$ cat config.mk
export PLATFORM = sky130hd
export DESIGN_NAME = ccm_capture_compare
export DESIGN_NICKNAME = d
export VERILOG_FILES = /design/src/hdl/ccm_capture_compare.v
export VERILOG_INCLUDE_DIRS = /design/src /design/src/hdl
export SDC_FILE = /design/constraint.sdc
export NUM_CORES = 1
export LEC_CHECK = 0
export ABC_CLOCK_PERIOD_IN_PS = 3600
export BUFFER_PORTS_ARGS = -buffer_cell sky130_fd_sc_hd__buf_2
export CAP_MARGIN = 10
export CORE_MARGIN = 5
export CORE_UTILIZATION = 48
export CTS_BUF_LIST = sky130_fd_sc_hd__clkbuf_16
export DETAILED_ROUTE_END_ITERATION = 10
export PLACE_DENSITY_LB_ADDON = 0.1
export SYNTH_ARGS = -nofsm -noshare
export SYNTH_HDL_FRONTEND = slang
export SYNTH_SLANG_ARGS = --single-unit
export TNS_END_PERCENT = 100
$ cat constraint.sdc
create_clock -name clk -period 3.6 [get_ports clk]
set_clock_uncertainty 0.15 [all_clocks]
set_input_delay 0.36 -clock clk [delete_from_list [all_inputs] [get_ports clk]]
set_output_delay 0.36 -clock clk [all_outputs]
set_load 0.03 [all_outputs]
$ cat src/hdl/ccm_regs.vh
// Register offsets, field positions and reset values of the capture/compare module
`ifndef CCM_REGS_VH
`define CCM_REGS_VH

// Register byte addresses on the special-function register bus
`define CCM_MODE_ADDR        8'hda
`define CCM_CMP_LOW_ADDR     8'hfb
`define CCM_CMP_HIGH_ADDR    8'hfc
`define CCM_FLAG_ADDR        8'hf9

// Field positions in the module mode register
`define CCM_WIDE_PULSE_BIT   7
`define CCM_CMP_EN_BIT       6
`define CCM_RISE_CAP_BIT     5
`define CCM_FALL_CAP_BIT     4
`define CCM_EQ_EVENT_BIT     3
`define CCM_FLIP_BIT         2
`define CCM_PULSE_BIT        1
`define CCM_FLAG_IRQ_BIT     0

// Field position in the flag register
`define CCM_EQ_FLAG_BIT      0

// Reset values
`define CCM_MODE_RESET       8'h00
`define CCM_CMP_RESET        16'h0000

// Narrowest PWM resolution in bits, and the mask of the widest one
`define CCM_PWM_MIN_BITS     8
`define CCM_PWM_MAX_MASK     16'h07ff
`define CCM_COUNT_TOP        16'hffff

`endif

$ cat src/hdl/ccm_capture_compare.v
// One capture/compare module of a programmable counter array
// How it works
// - N-bit PWM output high while counter low N bits are at or above compare.
// - Wide PWM compares the full 16-bit counter against the full compare word.
// - Wide PWM runs only with compare, pulse width and wide select all set.
// - Wide PWM with equality events sets the flag on match and PWM level up edges.
// - Counter wrap, the PWM down edge, pulses the overflow flag set output.
// - Low byte write clears compare enable; high byte write sets it.
// - Mode bit 7 picks 8 to 11-bit or 16-bit PWM, only while PWM is on.
// - Mode bit 6 enables comparing the counter against the compare value.
// - Mode bit 5 captures the counter on a rising module input edge.
// - Mode bit 4 captures the counter on a falling module input edge.
// - Mode bit 3 sets the equality flag whenever counter equals compare.
// - Mode bit 2 inverts the output pin on each counter equality.
// - Toggle plus pulse width enables make a frequency output generator.
// - Mode bit 1 drives a pulse width modulated waveform on the output pin.
// - Mode bit 0 enables the flag interrupt request; clear, it masks it.
`timescale 1ns/1ps
`include "ccm_regs.vh"
`default_nettype none

module ccm_capture_compare (
	input  wire        clk,
	input  wire        resetn,
	input  wire [7:0]  sfr_addr,
	input  wire        sfr_wr,
	input  wire [7:0]  sfr_wdata,
	input  wire        sfr_rd,
	output reg  [7:0]  sfr_rdata,
	input  wire        count_tick,
	input  wire [15:0] counter_value,
	input  wire [1:0]  pwm_resolution,
	input  wire        output_polarity_invert,
	input  wire        capture_in,
	output reg         module_output_pin,
	output reg         flag_irq,
	output reg         counter_overflow_event
);

	reg  [7:0]  module_mode_control_0;
	reg  [15:0] compare_word;
	reg         module_equal_flag;
	reg         flip_level;
	reg         capture_prev;
	reg         pwm_prev;

	// Next-state values of the registers below
	reg  [7:0]  next_mode;
	reg  [15:0] next_compare;
	reg         next_flag;
	reg         next_flip;
	reg         next_pin;
	reg  [7:0]  next_rdata;
	reg         next_irq;
	reg         next_ovf;
	// Frequency-mode step; the carry is dropped so the low byte wraps
	wire [8:0]  freq_step = {1'b0, compare_word[7:0]} + {1'b0, compare_word[15:8]};

	// Limitations worth knowing:
	//   compare is not double-buffered, so a mid-period write can cut one period
	//   a capture overwrites the compare word, so capture and compare modes clash
	//   count_tick gates equality, the PWM up-edge flag event and the overflow pulse; the PWM level follows counter_value always
	//   the overflow pulse feeds the shared counter flag, no copy is kept here
	//   the pin is registered, one clock behind the PWM level and two behind a toggle equality
	//   polarity inversion touches the PWM waveform, not toggle or frequency output
	//   software writes the compare low byte first, which also disarms the compare

	// Decoded mode fields
	wire wide_pulse_select;
	wire compare_enable;
	wire rising_capture_enable;
	wire falling_capture_enable;
	wire equality_event_enable;
	wire flip_on_equal_enable;
	wire pulse_width_enable;
	wire flag_interrupt_enable;
	// Field taps of the mode register
	assign wide_pulse_select      = module_mode_control_0[`CCM_WIDE_PULSE_BIT];
	assign compare_enable         = module_mode_control_0[`CCM_CMP_EN_BIT];
	assign rising_capture_enable  = module_mode_control_0[`CCM_RISE_CAP_BIT];
	assign falling_capture_enable = module_mode_control_0[`CCM_FALL_CAP_BIT];
	assign equality_event_enable  = module_mode_control_0[`CCM_EQ_EVENT_BIT];
	assign flip_on_equal_enable   = module_mode_control_0[`CCM_FLIP_BIT];
	assign pulse_width_enable     = module_mode_control_0[`CCM_PULSE_BIT];
	assign flag_interrupt_enable  = module_mode_control_0[`CCM_FLAG_IRQ_BIT];

	// Bus write strobes
	wire wr_mode;
	wire wr_low;
	wire wr_high;
	wire wr_flag;
	// Address decode, one register per strobe
	assign wr_mode = sfr_wr && (sfr_addr == `CCM_MODE_ADDR);
	assign wr_low  = sfr_wr && (sfr_addr == `CCM_CMP_LOW_ADDR);
	assign wr_high = sfr_wr && (sfr_addr == `CCM_CMP_HIGH_ADDR);
	assign wr_flag = sfr_wr && (sfr_addr == `CCM_FLAG_ADDR);

	// Mode byte decoding, most specific first:
	//   toggle and pwm      -> frequency output, low byte advances by high byte
	//   cmp, pwm and wide   -> 16-bit PWM on the full counter
	//   pwm, wide clear     -> 8 to 11-bit PWM on the low N counter bits
	//   toggle alone        -> pin flips on each full 16-bit equality
	//   none of the above   -> pin low, or output_polarity_invert if pwm is set
	// Capture edges work beside any of these output modes
	// Wide select without compare enable leaves the PWM level low

	// Operating modes; frequency output takes priority over plain PWM
	wire freq_mode = pulse_width_enable && flip_on_equal_enable;
	wire wide_mode = compare_enable && pulse_width_enable && wide_pulse_select
		&& !flip_on_equal_enable;
	wire narrow_mode = pulse_width_enable && !wide_pulse_select && !flip_on_equal_enable;
	wire flip_mode = flip_on_equal_enable && !pulse_width_enable;

	// Resolution mask for N = 8..11; shifting down avoids a wide variable shift
	wire [15:0] res_mask = `CCM_PWM_MAX_MASK >> (2'd3 - pwm_resolution);
	wire [15:0] cnt_n    = counter_value & res_mask;
	wire [15:0] cmp_n    = compare_word & res_mask;

	// Equality only counts on a counter tick with compare enabled
	wire eq_full  = count_tick && compare_enable
		&& (counter_value == compare_word);
	wire eq_low   = count_tick && compare_enable
		&& (counter_value[7:0] == compare_word[7:0]);
	wire eq_n     = count_tick && compare_enable && (cnt_n == cmp_n);

	// PWM level before polarity; with compare disabled the match never comes
	wire pwm_narrow = compare_enable && (cnt_n >= cmp_n);
	wire pwm_wide   = compare_enable && (counter_value >= compare_word);
	wire pwm_level  = wide_mode ? pwm_wide : pwm_narrow;
	wire pwm_up     = pwm_level && !pwm_prev;

	// Capture edges of the module input, sampled synchronously
	wire cap_rise = rising_capture_enable && capture_in && !capture_prev;
	wire cap_fall = falling_capture_enable && !capture_in && capture_prev;
	wire cap_hit  = cap_rise || cap_fall;

	// Events that set the equality flag
	wire match_set = equality_event_enable && (
		wide_mode   ? (eq_full || (count_tick && pwm_up)) :
		narrow_mode ? eq_n :
		freq_mode   ? eq_low :
		eq_full);
	wire flag_set  = match_set || cap_hit;

	// Next mode byte; the compare byte writes steer the compare enable bit
	always @* begin
		next_mode = module_mode_control_0;
		if (wr_mode) begin
			next_mode = sfr_wdata;
		end else if (wr_low) begin
			next_mode[`CCM_CMP_EN_BIT] = 1'b0;
		end else if (wr_high) begin
			next_mode[`CCM_CMP_EN_BIT] = 1'b1;
		end
	end

	// Mode register
	always @(posedge clk) begin
		if (!resetn) begin
			module_mode_control_0 <= `CCM_MODE_RESET;
		end else begin
			module_mode_control_0 <= next_mode;
		end
	end

	// Next compare word: software bytes, capture and frequency-mode advance
	// A capture in the same cycle as a byte write wins, so no edge is lost
	always @* begin
		next_compare = compare_word;
		if (cap_hit) begin
			next_compare = counter_value;
		end else if (wr_low) begin
			next_compare[7:0] = sfr_wdata;
		end else if (wr_high) begin
			next_compare[15:8] = sfr_wdata;
		end else if (freq_mode && eq_low) begin
			// Next toggle point is one half period further on
			next_compare[7:0] = freq_step[7:0];
		end
	end

	// Compare word register
	always @(posedge clk) begin
		if (!resetn) begin
			compare_word <= `CCM_CMP_RESET;
		end else begin
			compare_word <= next_compare;
		end
	end

	// Next equality flag; a set in the clearing cycle wins
	always @* begin
		next_flag = module_equal_flag;
		if (flag_set) begin
			next_flag = 1'b1;
		end else if (wr_flag) begin
			next_flag = sfr_wdata[`CCM_EQ_FLAG_BIT];
		end
	end

	// Sticky equality flag register
	always @(posedge clk) begin
		if (!resetn) begin
			module_equal_flag <= 1'b0;
		end else begin
			module_equal_flag <= next_flag;
		end
	end

	// Next toggle and frequency output level
	always @* begin
		next_flip = flip_level;
		if ((flip_mode && eq_full) || (freq_mode && eq_low)) begin
			next_flip = !flip_level;
		end
	end

	// Toggle level register
	always @(posedge clk) begin
		if (!resetn) begin
			flip_level <= 1'b0;
		end else begin
			flip_level <= next_flip;
		end
	end

	// Edge history for capture and PWM up-edge detection
	always @(posedge clk) begin
		if (!resetn) begin
			capture_prev <= 1'b0;
			pwm_prev     <= 1'b0;
		end else begin
			capture_prev <= capture_in;
			pwm_prev     <= pwm_level;
		end
	end

	// Next pin level; polarity applies to the PWM waveform only
	always @* begin
		if (pulse_width_enable && !flip_on_equal_enable) begin
			next_pin = pwm_level ^ output_polarity_invert;
		end else if (flip_on_equal_enable) begin
			next_pin = flip_level;
		end else begin
			next_pin = 1'b0;
		end
	end

	// Output pin register
	always @(posedge clk) begin
		if (!resetn) begin
			module_output_pin <= 1'b0;
		end else begin
			module_output_pin <= next_pin;
		end
	end

	// Interrupt request follows the flag only while unmasked
	always @* begin
		next_irq = flag_interrupt_enable && module_equal_flag;
		next_ovf = count_tick && (counter_value == `CCM_COUNT_TOP);
	end

	// Interrupt request and counter wrap pulse, registered
	always @(posedge clk) begin
		if (!resetn) begin
			flag_irq               <= 1'b0;
			counter_overflow_event <= 1'b0;
		end else begin
			flag_irq               <= next_irq;
			counter_overflow_event <= next_ovf;
		end
	end

	// Next read data; unmapped reads give zero, no read holds the last value
	always @* begin
		next_rdata = sfr_rdata;
		if (sfr_rd) begin
			case (sfr_addr)
				`CCM_MODE_ADDR:     next_rdata = module_mode_control_0;
				`CCM_CMP_LOW_ADDR:  next_rdata = compare_word[7:0];
				`CCM_CMP_HIGH_ADDR: next_rdata = compare_word[15:8];
				`CCM_FLAG_ADDR:     next_rdata = {7'h00, module_equal_flag};
				default:            next_rdata = 8'h00;
			endcase
		end
	end

	// Read data register, valid one cycle after the read strobe
	always @(posedge clk) begin
		if (!resetn) begin
			sfr_rdata <= 8'h00;
		end else begin
			sfr_rdata <= next_rdata;
		end
	end

endmodule // ccm_capture_compare

`default_nettype wire

# [Yosys cells after proc, flatten, opt, wreduce, memory -nomap -nowiden]
# Cells that the tools add are included.
[word_totals] rom_bits=0 wordCells=94 ff_bits=39 n_memories=0 ram_bits=0 inputBits=41 out_inout_bits=11 latch_bits=0
[op_classes] shifts=1 muxes=18 eq_ne=10 magnitude_cmp=2 mul=0 bitwise_logic=3 n_reduce_logical=46 n_addsub=2 n_div=0
[op_table] cell="two-way mux 8 bit" n=5
[op_table] cell="AND 16 bit" n=2
[op_table] cell="equality test 16 bit" n=2
[op_table] cell="equality test 8 bit (second input constant)" n=4
[op_table] cell="greater-or-equal comparator 16 bit" n=2
[op_table] cell="case mux 8 bit (4 select lines)" n=1
[op_table] cell="logical AND 1 bit" n=29
[op_table] cell="equality test 16 bit (second input constant)" n=1
[op_table] cell="two-way mux 16 bit" n=1
[op_table] cell="right shift 11 x 2 -> 16 bit (first input constant)" n=1
[op_table] cell="two-way mux 1 bit" n=11
[op_table] cell="adder 8 bit" n=1
[op_table] cell="equality test 8 bit" n=1
[op_table] cell="logical NOT 1 bit" n=7
[op_table] cell="nonzero test 3 bit" n=2
[op_table] cell="logical OR 1 bit" n=4
[op_table] cell="AND reduction 2 bit" n=2
[op_table] cell="nonzero test 2 bit" n=2
[op_table] cell="inequality test 3 x 2 -> 1 bit (second input constant)" n=1
[op_table] cell="inequality test 2 x 1 -> 1 bit (second input constant)" n=1
[op_table] cell="subtractor 2 bit (first input constant)" n=1
[op_table] cell="bitwise XOR 1 bit" n=1

# [Logic depth before layout (Yosys ltp)]
# Gate-level depths: netlist (run 1).
[logic_depth] depth_word=13 ltp_mapped=9 depth_no_buf=9

# [Worst setup path after synthesis (run 1)]
# Ideal clock, no wire load.
[synth_timing] path_kind="input to register" from="input port counter_value[0]" to="register pwm_prev" setup_slack_ps=1522 path_stages=8 t_required_ps=3335 arrival_time_ps=1813 n_path_buf=0 setup_ps=115 cell_sequence="inv_1 > ha_1 > nand2b_1 > a2111oi_2 > o31a_1 > o2111ai_1 > and3_1 > and2_1"
[synth_between] elab_chain_cells=4 elab_cells_between_ends=6 classes_between="order compare (2); mux (1); bitwise (1); reduce/logical (2)"
[synth_lines] element="start, declared" line="ccm_capture_compare.v:31" text="input wire [15:0] counter_value,"
[synth_lines] element="AND 16 bit" line="ccm_capture_compare.v:116" text="wire [15:0] cnt_n = counter_value & res_mask;"
[synth_lines] element="greater-or-equal comparator 16 bit" line="ccm_capture_compare.v:127" text="wire pwm_narrow = compare_enable && (cnt_n >= cmp_n);"
[synth_lines] element="logical AND 1 bit" line="ccm_capture_compare.v:127"
[synth_lines] element="two-way mux 1 bit (*)" line="ccm_capture_compare.v:129" text="wire pwm_level = wide_mode ? pwm_wide : pwm_narrow;"
[synth_lines] element="end signal, assigned" line="ccm_capture_compare.v:234" text="pwm_prev <= pwm_level;"
[synth_lines] element="end, declared" line="ccm_capture_compare.v:45" text="reg pwm_prev;"
# Every way passes the cells marked *; elsewhere a longest branch is shown, timed or not.
# A chain may end at the register's enable or synchronous reset.

# [Final worst setup path (run 1)]
[layout_timing] from="register compare_word[0]" to="register pwm_prev"
[layout_between] elab_chain_cells=4 elab_cells_between_ends=6 classes_between="order compare (2); mux (1); bitwise (1); reduce/logical (2)"
[layout_lines] element="start, declared" line="ccm_capture_compare.v:41" text="reg [15:0] compare_word;"
[layout_lines] element="start signal, assigned" line="ccm_capture_compare.v:185" text="compare_word <= `CCM_CMP_RESET;"
[layout_lines] element="start signal, assigned" line="ccm_capture_compare.v:187" text="compare_word <= next_compare;"
[layout_lines] element="AND 16 bit" line="ccm_capture_compare.v:117" text="wire [15:0] cmp_n = compare_word & res_mask;"
[layout_lines] element="greater-or-equal comparator 16 bit" line="ccm_capture_compare.v:127"
[layout_lines] element="logical AND 1 bit" line="ccm_capture_compare.v:127"
[layout_lines] element="two-way mux 1 bit (*)" line="ccm_capture_compare.v:129"
# Marks and branches as above.

==> out/qor.yml, run 1 <==
detailed_routing:
  detail-route-antenna-nets: 0
  drtIter0Drc: 223
  drt-pass1-iter-count: 7
  vias_per_cell: 6.09
  drt-total-wl_um: 8690
  vias_after_detailed_routing: 2867
  routedWlPerCell_um: 18.5
  drt_drc_violations_left: 0
run:
  cap_violations: 0
yosys:
  synthesis.area_um2: 2840
  synth_cell_types: 57
  postSynthRegisterBits: 39
  post_synth_main_area_contributors: "dfxtp_1 28%, ha_1 11%, nor2_1 5.2%"
  netlist.top_cell.by_area: "dfxtp_1"
  ys_async_sr_fraction_pct: 0
  yosysSeqAreaShare_pct: 27.5
  syn_area_per_cell_um2: 8.15
  syn_nets: 416
  synth_largest_type_area_fraction_pct: 27.5
  syn_inst: 348
  yosys_warnings: 0
  synth-edff-count: 0
  synth_top_flop_cell: "dfxtp_1"
floorplan:
  core.rowCount: 28
  die_area_um2: 7540
  initial_core_util_pct: 48.8
  total_i_o_pin_count: 52
  placeableCoreArea_um2: 5820
  die-width_um: 86.9
  dieHeight_um: 86.9
worst_setup_path:
  worst_r2r_startpoint: "compare_word[0]"
  critPathLaunchType: "register"
  critical_path.startpoint: "compare_word[0]"
  worstSetupPathType: "reg2reg"
  worst_ep_required_time_ps: 3630
  wp_data_arrival_ps: 2330
  worst-path-max-fanout: 4
  worstSetupEndpointType: "register"
layout:
  layout_common_cells: "51 x buf_2, 39 x nor2_1, 39 x dfxtp_1, 27 x nand2_1, 26 x ha_1"
  flow.area_growth_from_synthesis_pct: 16.2
  num-nets-final: 463
  n_antenna_cell: 0
  drive_above_1_share_pct: 18.9
  finished_layout_cells: 471
  fillCellCount: 598
  area.sequential_um2: 781
  multi_input_comb_area_um2: 1880
  layout.cells.most_common: "buf_2"
sta:
  period_minus_slack_ps: 2310
  final-max-slew-violation-count: 0
  report.final.setup_viol: 0
  timing_worst_slew_pin_value_ps: 1030
  setup_ws_ps: 1290
  fmax_mhz: 433
  hold_viol: 0
  rsz0062_at_grt: "false"
  final_min_period_over_clock_period_pct: 64.1
  maxSlewHeadroom_pct: 31.3
  setup_tns_ps: 0
power:
  comb_power_share_pct: 9.4
  power.sequential.fraction_pct: 41.7
  ir_drop_mv: 0.222
  power_frac_clock_pct: 48.9
  power.density_nw_per_um2: 316
  cell_internal_pwr_w: 0.000797
  p_total_w: 0.00104
  power_switching_w: 0.000242
  power.switching_fraction_pct: 23.3
  p_leak_nw: 1.30
global_routing:
  gr-usage-met3_pct: 4.07
  gr-usage-all-layers_pct: 23.6
  antenna_found_initial: 0
  busiest_layer: "met2"
  grt_util_met1_pct: 30.3
  grt-ovfl-total: 0
  wire_length_of_the_first_global_routing_pass_um: 13900
  pin_count_of_the_biggest_net_entering_global_routing: 31
  grtUsageMet2_pct: 38.4
  grt_pass1_vias: 2766
cts:
  cts_repair_resize_count: 0
  root_buffer: "clkbuf_16"
  clk_pin_slew_worst_paths_ps: 60
  clkLatencyLatePin_ps: 280
  cts.hold.buffers_added: 0
  post_cts.repair.setup_buffers: 0
  cts-root-to-sink-buffers: 2
  clock_tree_from_tritoncts: "done"
  cts_sinks: 39
  cts_made_buffers: 5
  cts-htree-levels: 2
min_path:
  min_path_type: "in2reg"
  timing.hold.worst.start: "capture_in"
placed_design:
  count_of_buffers_inserted_at_the_top_level_ports: 51
  hpwl_um: 6680
  gp_congestion: 0.952
  placed_cell_count: 463
  dp_slack_ps: 1200
status:
  run_status: "complete, no violations"
-- registers in the layout (all words and copies together) (netlist names) --
register,cells
counter_overflow_event,1
module_mode_control_0,8
flip_level,1
compare_word,16
flag_irq,1
pwm_prev,1
capture_prev,1
module_equal_flag,1
module_output_pin,1
sfr_rdata,8
-- layout make-up --
class                      count  share of cell area, %
tap                           75                   2.85
multi-input combinational    271                   57.0
sequential                    39                   23.7
timing repair buffer          55                   8.66
inverter                      23                   2.62
clock buffer                   5                   3.80
clock inverter                 3                   1.33
-- worst max-delay path: stages (launching register included) --
cell	delay [ps]
dfxtp_1	410
ha_1	280
nand2b_1	170
a2111oi_2	360
o31a_1	250
o2111ai_1	180
and3_1	250
and2_1	150
-- power by group through the flow --
stage          logic [W]  clock network [W]  registers (W)
2_1_floorplan  0.0000468                  0       0.000443
3_3_place_gp   0.0000939                  0       0.000443
3_5_place_dp   0.0000959                  0       0.000443
4_1_cts        0.0000967           0.000516       0.000434
5_1_grt         0.000108           0.000531       0.000434
6_report       0.0000974           0.000508       0.000434
-- worst paths after layout --
path              cells past startpoint  slack [ps]            to
hold reg to reg                       2         330  sfr_rdata[0]
setup reg to reg                      7        1290      pwm_prev
hold / removal                        2         160  capture_prev
setup / recovery                      7        1290      pwm_prev
-- routing by layer --
metal	up-vias	wire length, µm
met1	1356	3790
met5	-	0
met4	0	284
met3	26	513
met2	97	4110
li1	1388	-
-- cell usage after synthesis, types with 2 or more instances --
| cell type | n |
|---|---|
| a311oi_1 | 9 |
| clkbuf_1 | 5 |
| or3_1 | 2 |
| nand2_1 | 27 |
| nor2_1 | 39 |
| nor3_1 | 3 |
| nand4_2 | 2 |
| o21a_1 | 7 |
| buf_2 | 3 |
| xnor2_1 | 3 |
| o21ai_1 | 3 |
| a222oi_1 | 7 |
| nand2b_1 | 4 |
| o22ai_1 | 3 |
| nor2b_1 | 3 |
| nor4_1 | 5 |
| a21o_1 | 3 |
| nand3b_1 | 2 |
| inv_1 | 23 |
| ha_1 | 26 |
| nor3b_1 | 2 |
| a31oi_1 | 3 |
| nand3_1 | 19 |
| a21oi_1 | 20 |
| and2_1 | 6 |
| buf_4 | 4 |
| mux2i_1 | 11 |
| buf_6 | 2 |
| and3_1 | 6 |
| xor2_1 | 2 |
| dfxtp_1 | 39 |
| a211oi_1 | 6 |
| nand4_1 | 9 |
| o21ai_0 | 11 |
| and4_1 | 2 |
| o211ai_1 | 6 |
-- kinds of logic (layout without fill, tap and decap cells) --
| kind of cell | Yosys count | in the layout | synth area share [%] |
|---|---|---|---|
| AOI/OAI and AO/OA | 89 | 89 | 22.3 |
| muxes | 11 | 11 | 3.88 |
| adders and majority gates | 27 | 27 | 12.2 |
| xor gates and xnor gates | 5 | 5 | 1.54 |
| buffers and inverters | 38 | 86 | 6.22 |
| and+or+nand+nor | 139 | 139 | 26.3 |
| DFF | 39 | 39 | 27.5 |
-- per-stage QoR --
stage                     cell area, µm²  util [%]  hold slack [ps]
final                               3290      56.6              155
after global routing                3290      56.6              170
after CTS                           3290      56.6              150
after detailed placement            3120      53.7              324
after global placement              3120      53.7              319
after floorplan                     2840         -              324
Power figures use the tool's default switching activity.
==> inputs of run 2 (changes only) <==
--- a/config.mk
+++ b/config.mk
@@ -6,7 +6,8 @@
 export SDC_FILE = /design/constraint.sdc
 export NUM_CORES = 1
 export LEC_CHECK = 0
-export ABC_CLOCK_PERIOD_IN_PS = 3600
+export ABC_AREA = 1
+export ABC_CLOCK_PERIOD_IN_PS = 2000
 export BUFFER_PORTS_ARGS = -buffer_cell sky130_fd_sc_hd__buf_2
 export CAP_MARGIN = 10
 export CORE_MARGIN = 5
==> constraint.sdc (replaced) <==
create_clock -name clk -period 2 [get_ports clk]
set_clock_uncertainty 0.15 [all_clocks]
set_input_delay 0.2 -clock clk [delete_from_list [all_inputs] [get_ports clk]]
set_output_delay 0.2 -clock clk [all_outputs]
set_load 0.03 [all_outputs]
==> run 2 against run 1 <==
  * The run now ends with negative setup slack left
  * Die area fell by 0.78%
  * Synthesized cell count increased by 20%
  * Via count increased by 13%
  * Worst setup slack got worse by 1400 ps
  * First-iteration DRC count is 7.6% lower
  * Sequential power grew 91%
  * Global-route usage increased by 1.5 points
  * Count of clock-buffer cells in the layout did not move
  * Fmax is 12% higher
  * Largest cell class unchanged
==> out/qor.yml, run 2 <==
yosys:
  yosys_warnings: 0
  netlist.top_cell.by_area: "dfxtp_1"
  syn_area_per_cell_um2: 6.74
  post_synth_main_area_contributors: "dfxtp_1 28%, nand2_1 12%, ha_1 12%"
  yosysSeqAreaShare_pct: 27.8
  ys_async_sr_fraction_pct: 0
  synth-edff-count: 0
  synth_cell_types: 37
  syn_inst: 417
  synth_largest_type_area_fraction_pct: 27.8
  synth_top_flop_cell: "dfxtp_1"
  yosysMostFrequentCell: "nand2_1"
  most_frequent_cells_after_synthesis: "88 x nand2_1, 60 x inv_1, 43 x a21oi_1"
  postSynthRegisterBits: 39
  syn_nets: 485
  synthesis.area_um2: 2810
global_routing:
  grt_pass1_vias: 3058
  antenna_found_initial: 0
  gr-usage-all-layers_pct: 25.1
  grt-ovfl-total: 0
  wire_length_of_the_first_global_routing_pass_um: 14700
  pin_count_of_the_biggest_net_entering_global_routing: 15
detailed_routing:
  routedWlPerCell_um: 16.4
  drt-pass1-iter-count: 5
  vias_after_detailed_routing: 3251
  detail-route-antenna-nets: 0
  drt_drc_violations_left: 0
  vias_per_cell: 5.57
  drt-total-wl_um: 9580
  drtIter0Drc: 206
layout:
  layout_common_cells: "81 x nand2_1, 51 x buf_2, 49 x inv_1, 41 x a21oi_1, 37 x buf_4"
  largest_register: "compare_word"
  drive_above_1_share_pct: 35.0
  finished_layout_cells: 584
  fin_area_um2: 3880
  reg_top3: "compare_word (16), module_mode_control_0 (8), sfr_rdata (8)"
  largest_register_ffs: 16
  num-nets-final: 579
  flow.area_growth_from_synthesis_pct: 38.1
  fillCellCount: 488
  n_antenna_cell: 0
  layout.cells.most_common: "nand2_1"
placed_design:
  hpwl_um: 7000
  dp_slack_ps: -66.5
  place_area_um2: 3380
  gp_congestion: 0.905
  count_of_buffers_inserted_at_the_top_level_ports: 51
  placed_cell_count: 569
sta:
  hold_slack_ps: 33.7
  timing_worst_slew_pin_value_ps: 468
  hold_viol: 0
  period_minus_slack_ps: 2070
  rsz0062_at_grt: "true"
  maxSlewHeadroom_pct: 68.7
  setup_ws_ps: -67.6
  final-max-slew-violation-count: 0
  fmax_mhz: 484
  final_min_period_over_clock_period_pct: 103
  report.final.setup_viol: 2
cts:
  root_buffer: "clkbuf_16"
  cts_made_buffers: 5
  cts_sinks: 39
  clock_tree_from_tritoncts: "done"
  cts-root-to-sink-buffers: 2
  cts-htree-levels: 2
  clkLatencyLatePin_ps: 290
  clk_pin_slew_worst_paths_ps: 70
floorplan:
  die-width_um: 86.5
  die_area_um2: 7480
  total_i_o_pin_count: 52
  dieHeight_um: 86.5
  initial_core_util_pct: 50.1
  core.rowCount: 27
  placeableCoreArea_um2: 5610
power:
  cell_internal_pwr_w: 0.00165
  ir_drop_mv: 0.434
  power.density_nw_per_um2: 603
  power.switching_fraction_pct: 29.6
  p_leak_nw: 1.78
  power.sequential.fraction_pct: 35.4
  comb_power_share_pct: 24.7
  power_frac_clock_pct: 39.9
  power_switching_w: 0.000694
status:
  run_status: "finished with violations"
  violated_checks: "negative setup slack"
worst_setup_path:
  critical_path.slowest_cell: "dfxtp_2"
  critPathLaunchType: "register"
  crit_family: "simple AND/OR/NAND/NOR gates"
  worstSetupPathType: "reg2reg"
  count_of_buffer_and_inverter_cells_on_the_critical_path: 2
  worstSetupEndpointType: "register"
  critical_path.max_stage_delay_ps: 330
  crit_path_cell_trace: "inv_2 -> ha_4 -> nand2_4 -> nor2_4 -> nand2_4 -> nor2_4 -> nand3_2 -> o21ai_4 -> buf_6 -> o211ai_2 -> a21oi_1 -> nor2_1"
  wp_data_arrival_ps: 2090
  worst-path-max-fanout: 3
  worst_ep_required_time_ps: 2020
min_path:
  min_path_type: "in2reg"
run:
  cap_violations: 0
run 2: cell families after synthesis:
| kind of cell | Yosys count | share of synthesized area (%) |
|---|---|---|
| AO/OA/AOI/OAI | 108 | 21.4 |
| flip-flops | 39 | 27.8 |
| adder cells (fa/ha/maj) | 27 | 12.3 |
| XOR/XNOR | 2 | 0.623 |
| buffers and inverters | 71 | 10.4 |
| AND/OR/NAND/NOR | 170 | 27.6 |
run 2: what timing repair did:
| item | CTS | global route |
|---|---|---|
| buffers inserted | 1 | 5 |
| hold endpoints to repair | 1 | 0 |
| setup endpoints to repair | 9 | 12 |
| hold buffers | 1 | 0 |
| pin swaps | 9 | 14 |
| gates resized for setup | 30 | 48 |
run 2: power groups by stage:
stage / Clock, W / Combinational (W) / Sequential, W
after floorplan: 0 / 0.000267 / 0.000836
after global placement: 0 / 0.000459 / 0.000838
after detailed placement: 0 / 0.000467 / 0.000838
after CTS: 0.000933 / 0.000503 / 0.000825
after global routing: 0.000979 / 0.000631 / 0.000830
final: 0.000935 / 0.000579 / 0.000828
run 2: path summary, 6_finish.rpt:
kind | slack [ps] | startpoint | cells after the start | endpoint
min reg2reg | 310 | sfr_rdata[1] | 2 | sfr_rdata[1]
max reg2reg | -70 | compare_word[7] | 12 | compare_word[0]
max | -70 | compare_word[7] | 12 | compare_word[0]
min | 30 | counter_value[11] | 3 | compare_word[11]
run 2: layout make-up:
type | instances | area, µm² | share of cell area (%)
sequential | 39 | 807 | 20.8
timing repair buffer | 95 | 614 | 15.8
inverter | 63 | 245 | 6.32
clock buffer | 5 | 125 | 3.22
clock inverter | 3 | 43.8 | 1.13
tap | 72 | 90.1 | 2.32
multi-input combinational | 307 | 1960 | 50.4
run 2: per-layer routing:
metal,share of wire (%),up-vias,global-route usage (%)
met3,6.0,24,3.23
li1,-,1587,-
met4,2.3,0,8.07
met1,42,1506,32.4
met2,50,134,43.4
met5,0,-,0
run 2: worst reg2reg max path: cells and delay by family (launching register included):
kind,cells,cell delay [ps]
and+or+nand+nor,6,580
DFF,1,330
buffers and inverters,2,180
adders and majority gates,1,280
AOI/OAI and AO/OA,3,420
run 2: stage by stage:
| stage | power [W] | TNS, ps | util (%) |
|---|---|---|---|
| 2_1_floorplan | 0.00110 | 0 | - |
| 3_3_place_gp | 0.00130 | -105 | 60.3 |
| 3_5_place_dp | 0.00131 | -419 | 60.3 |
| 4_1_cts | 0.00226 | 0 | 65.6 |
| 5_1_grt | 0.00244 | -735 | 69.2 |
| 6_report | 0.00234 | -69.4 | 69.2 |
==> inputs of run 3 (changes only) <==
--- a/config.mk
+++ b/config.mk
@@ -15,7 +15,8 @@
 export CTS_BUF_LIST = sky130_fd_sc_hd__clkbuf_16
 export DETAILED_ROUTE_END_ITERATION = 10
 export PLACE_DENSITY_LB_ADDON = 0.1
+export SETUP_SLACK_MARGIN = 0.2
 export SYNTH_ARGS = -nofsm -noshare
 export SYNTH_HDL_FRONTEND = slang
 export SYNTH_SLANG_ARGS = --single-unit
-export TNS_END_PERCENT = 100
+export TNS_END_PERCENT = 50
==> run 3 against run 2 <==
  * The flow now finishes without violations
  * Hold slack better by 6.5 ps
  * Sequential share of layout area down 0.59 points
  * Critical path depth down 1
  * Die area unchanged
  * Routed wire length down 2.8%
  * Worst setup slack better by 120 ps
  * Non-clock buffer count up 4
  * Largest cell class unchanged
==> out/qor.yml, run 3 (synthesis results as in run 2) <==
status:
  run_status: "complete, no violations"
floorplan:
  die-width_um: 86.5
  total_i_o_pin_count: 52
  die_area_um2: 7480
  core.rowCount: 27
  placeableCoreArea_um2: 5610
  dieHeight_um: 86.5
  initial_core_util_pct: 50.1
sta:
  setup_tns_ps: 0
  final-max-slew-violation-count: 0
  timing_worst_slew_pin_value_ps: 466
  fmax_mhz: 514
  hold_viol: 0
  rsz0062_at_grt: "true"
  hold_slack_ps: 40.2
  maxSlewHeadroom_pct: 69.0
  setup_ws_ps: 54.7
  period_minus_slack_ps: 1950
  final_min_period_over_clock_period_pct: 97.3
  report.final.setup_viol: 0
worst_setup_path:
  worst_ep_required_time_ps: 2050
  reg2reg_setup_slack_ps: 50
  worstSetupPathType: "reg2reg"
  r2r_end: "compare_word[4]"
  critical_path.slowest_cell: "dfxtp_2"
  worstSetupEndpointType: "register"
  wp_data_arrival_ps: 2000
  crit_path_cell_trace: "inv_4 -> ha_4 -> nand2_4 -> nor2_4 -> nand2_4 -> nor2_4 -> nand3_4 -> o21ai_4 -> buf_6 -> o21ai_1 -> a21oi_1"
  worst_r2r_startpoint: "compare_word[1]"
  depth_of_the_worst_register_to_register_path: 11
  critical_path.max_stage_delay_ps: 350
  critPathLaunchType: "register"
  worst-path-max-fanout: 7
layout:
  area.sequential_um2: 803
  fillCellCount: 469
  reg_top3: "compare_word (16), module_mode_control_0 (8), sfr_rdata (8)"
  num-nets-final: 583
  layout_common_cells: "80 x nand2_1, 51 x buf_2, 46 x inv_1, 44 x buf_4, 38 x a21oi_1"
  multi_input_comb_area_um2: 2060
  largest_register: "compare_word"
  layout.cells.most_common: "nand2_1"
  flow.area_growth_from_synthesis_pct: 41.5
  drive_above_1_share_pct: 38.2
  finished_layout_cells: 588
  n_antenna_cell: 0
  largest_register_ffs: 16
  fin_area_um2: 3980
global_routing:
  pin_count_of_the_biggest_net_entering_global_routing: 24
  grt_pass1_vias: 3017
  busiest_layer: "met2"
  grtUsageMet2_pct: 40.7
  grt_util_met1_pct: 33.0
  antenna_found_initial: 0
  grt-ovfl-total: 0
  gr-usage-all-layers_pct: 24.7
  wire_length_of_the_first_global_routing_pass_um: 14500
  gr-usage-met3_pct: 4.18
power:
  power_frac_clock_pct: 35.3
  power.sequential.fraction_pct: 37.5
  power_switching_w: 0.000681
  power.switching_fraction_pct: 30.8
  power.density_nw_per_um2: 556
  p_leak_nw: 1.79
  cell_internal_pwr_w: 0.00153
  comb_power_share_pct: 27.2
  ir_drop_mv: 0.374
detailed_routing:
  vias_after_detailed_routing: 3230
  drt_drc_violations_left: 0
  routedWlPerCell_um: 15.8
  drt-pass1-iter-count: 5
  detail-route-antenna-nets: 0
  drt-total-wl_um: 9310
  drtIter0Drc: 350
  vias_per_cell: 5.49
placed_design:
  place_area_um2: 3470
  hpwl_um: 7140
  placed_cell_count: 569
  count_of_buffers_inserted_at_the_top_level_ports: 51
  gp_congestion: 0.904
  dp_slack_ps: -93.9
min_path:
  hold_path_end: "counter_overflow_event"
  timing.hold.worst.start: "counter_value[0]"
  min_path_type: "in2reg"
  hold_depth: 3
cts:
  cts_sinks: 39
  root_buffer: "clkbuf_16"
  clk_pin_slew_worst_paths_ps: 70
  cts-root-to-sink-buffers: 2
  cts_made_buffers: 5
  clock_tree_from_tritoncts: "done"
  clkLatencyLatePin_ps: 290
  cts-htree-levels: 2
run:
  cap_violations: 0
-- run 3: cell count changes in the layout (fill, tap and decap cells not counted), moves of 3 or more --
cell | previous run | this run
buf_4 | 37 | 44
ha_4 | 8 | 13
ha_1 | 17 | 13
inv_2 | 11 | 15
a21oi_1 | 41 | 38
a21oi_2 | 2 | 5
buf_6 | 5 | 2
dfxtp_2 | 12 | 15
inv_1 | 49 | 46
-- run 3: through the flow --
step	total power [W]	util [%]
detailed placement	0.00132	61.8
global placement	0.00131	61.8
floorplan	0.00112	-
global route	0.00233	70.9
CTS	0.00215	67.8
finish	0.00221	70.9
-- run 3: final cells by class --
cell class,count,area share (%)
clock inverters,3,0.409
flip-flops and latches,39,20.2
inverters,63,6.07
well taps,72,2.27
repair buffers,99,16.1
multi-input cells,307,51.8
clock buffers,5,3.15
-- run 3: how the worst max path moves through the flow --
stage,from,to,slack [ps]
after floorplan,compare_word[7],compare_word[0],140
after global placement,compare_word[5],compare_word[7],-40
after detailed placement,compare_word[5],compare_word[4],-90
after CTS,compare_word[7],compare_word[5],80
after global routing,compare_word[11],module_equal_flag,-90
final,compare_word[1],compare_word[4],50
-- run 3: timing repair --
action	4_1_cts	5_1_grt
setup buffers	5	5
endpoints found under the hold margin	1	0
pin swaps	12	17
hold buffers	1	0
setup endpoints to repair	11	12
gates resized for setup	35	35
-- run 3: critical path, delay by kind of cell (launching register included) --
kind,cells,cell delay [ps]
simple gates,5,440
compound gates,3,420
flops,1,350
fa+ha+maj,1,270
buf+inv,2,210
-- run 3: metal layers --
layer | part of all wire, % | up-vias
met5 | 0 | -
met4 | 3.2 | 0
met3 | 6.8 | 23
met2 | 48 | 127
met1 | 42 | 1490
li1 | - | 1590
-- run 3: power groups by stage --
| stage | Sequential (W) | Combinational, W | Clock, W |
|---|---|---|---|
| finish | 0.000829 | 0.000602 | 0.000780 |
| global route | 0.000831 | 0.000670 | 0.000828 |
| CTS | 0.000826 | 0.000541 | 0.000783 |
| detailed placement | 0.000841 | 0.000480 | 0 |
| global placement | 0.000839 | 0.000468 | 0 |
| floorplan | 0.000839 | 0.000282 | 0 |
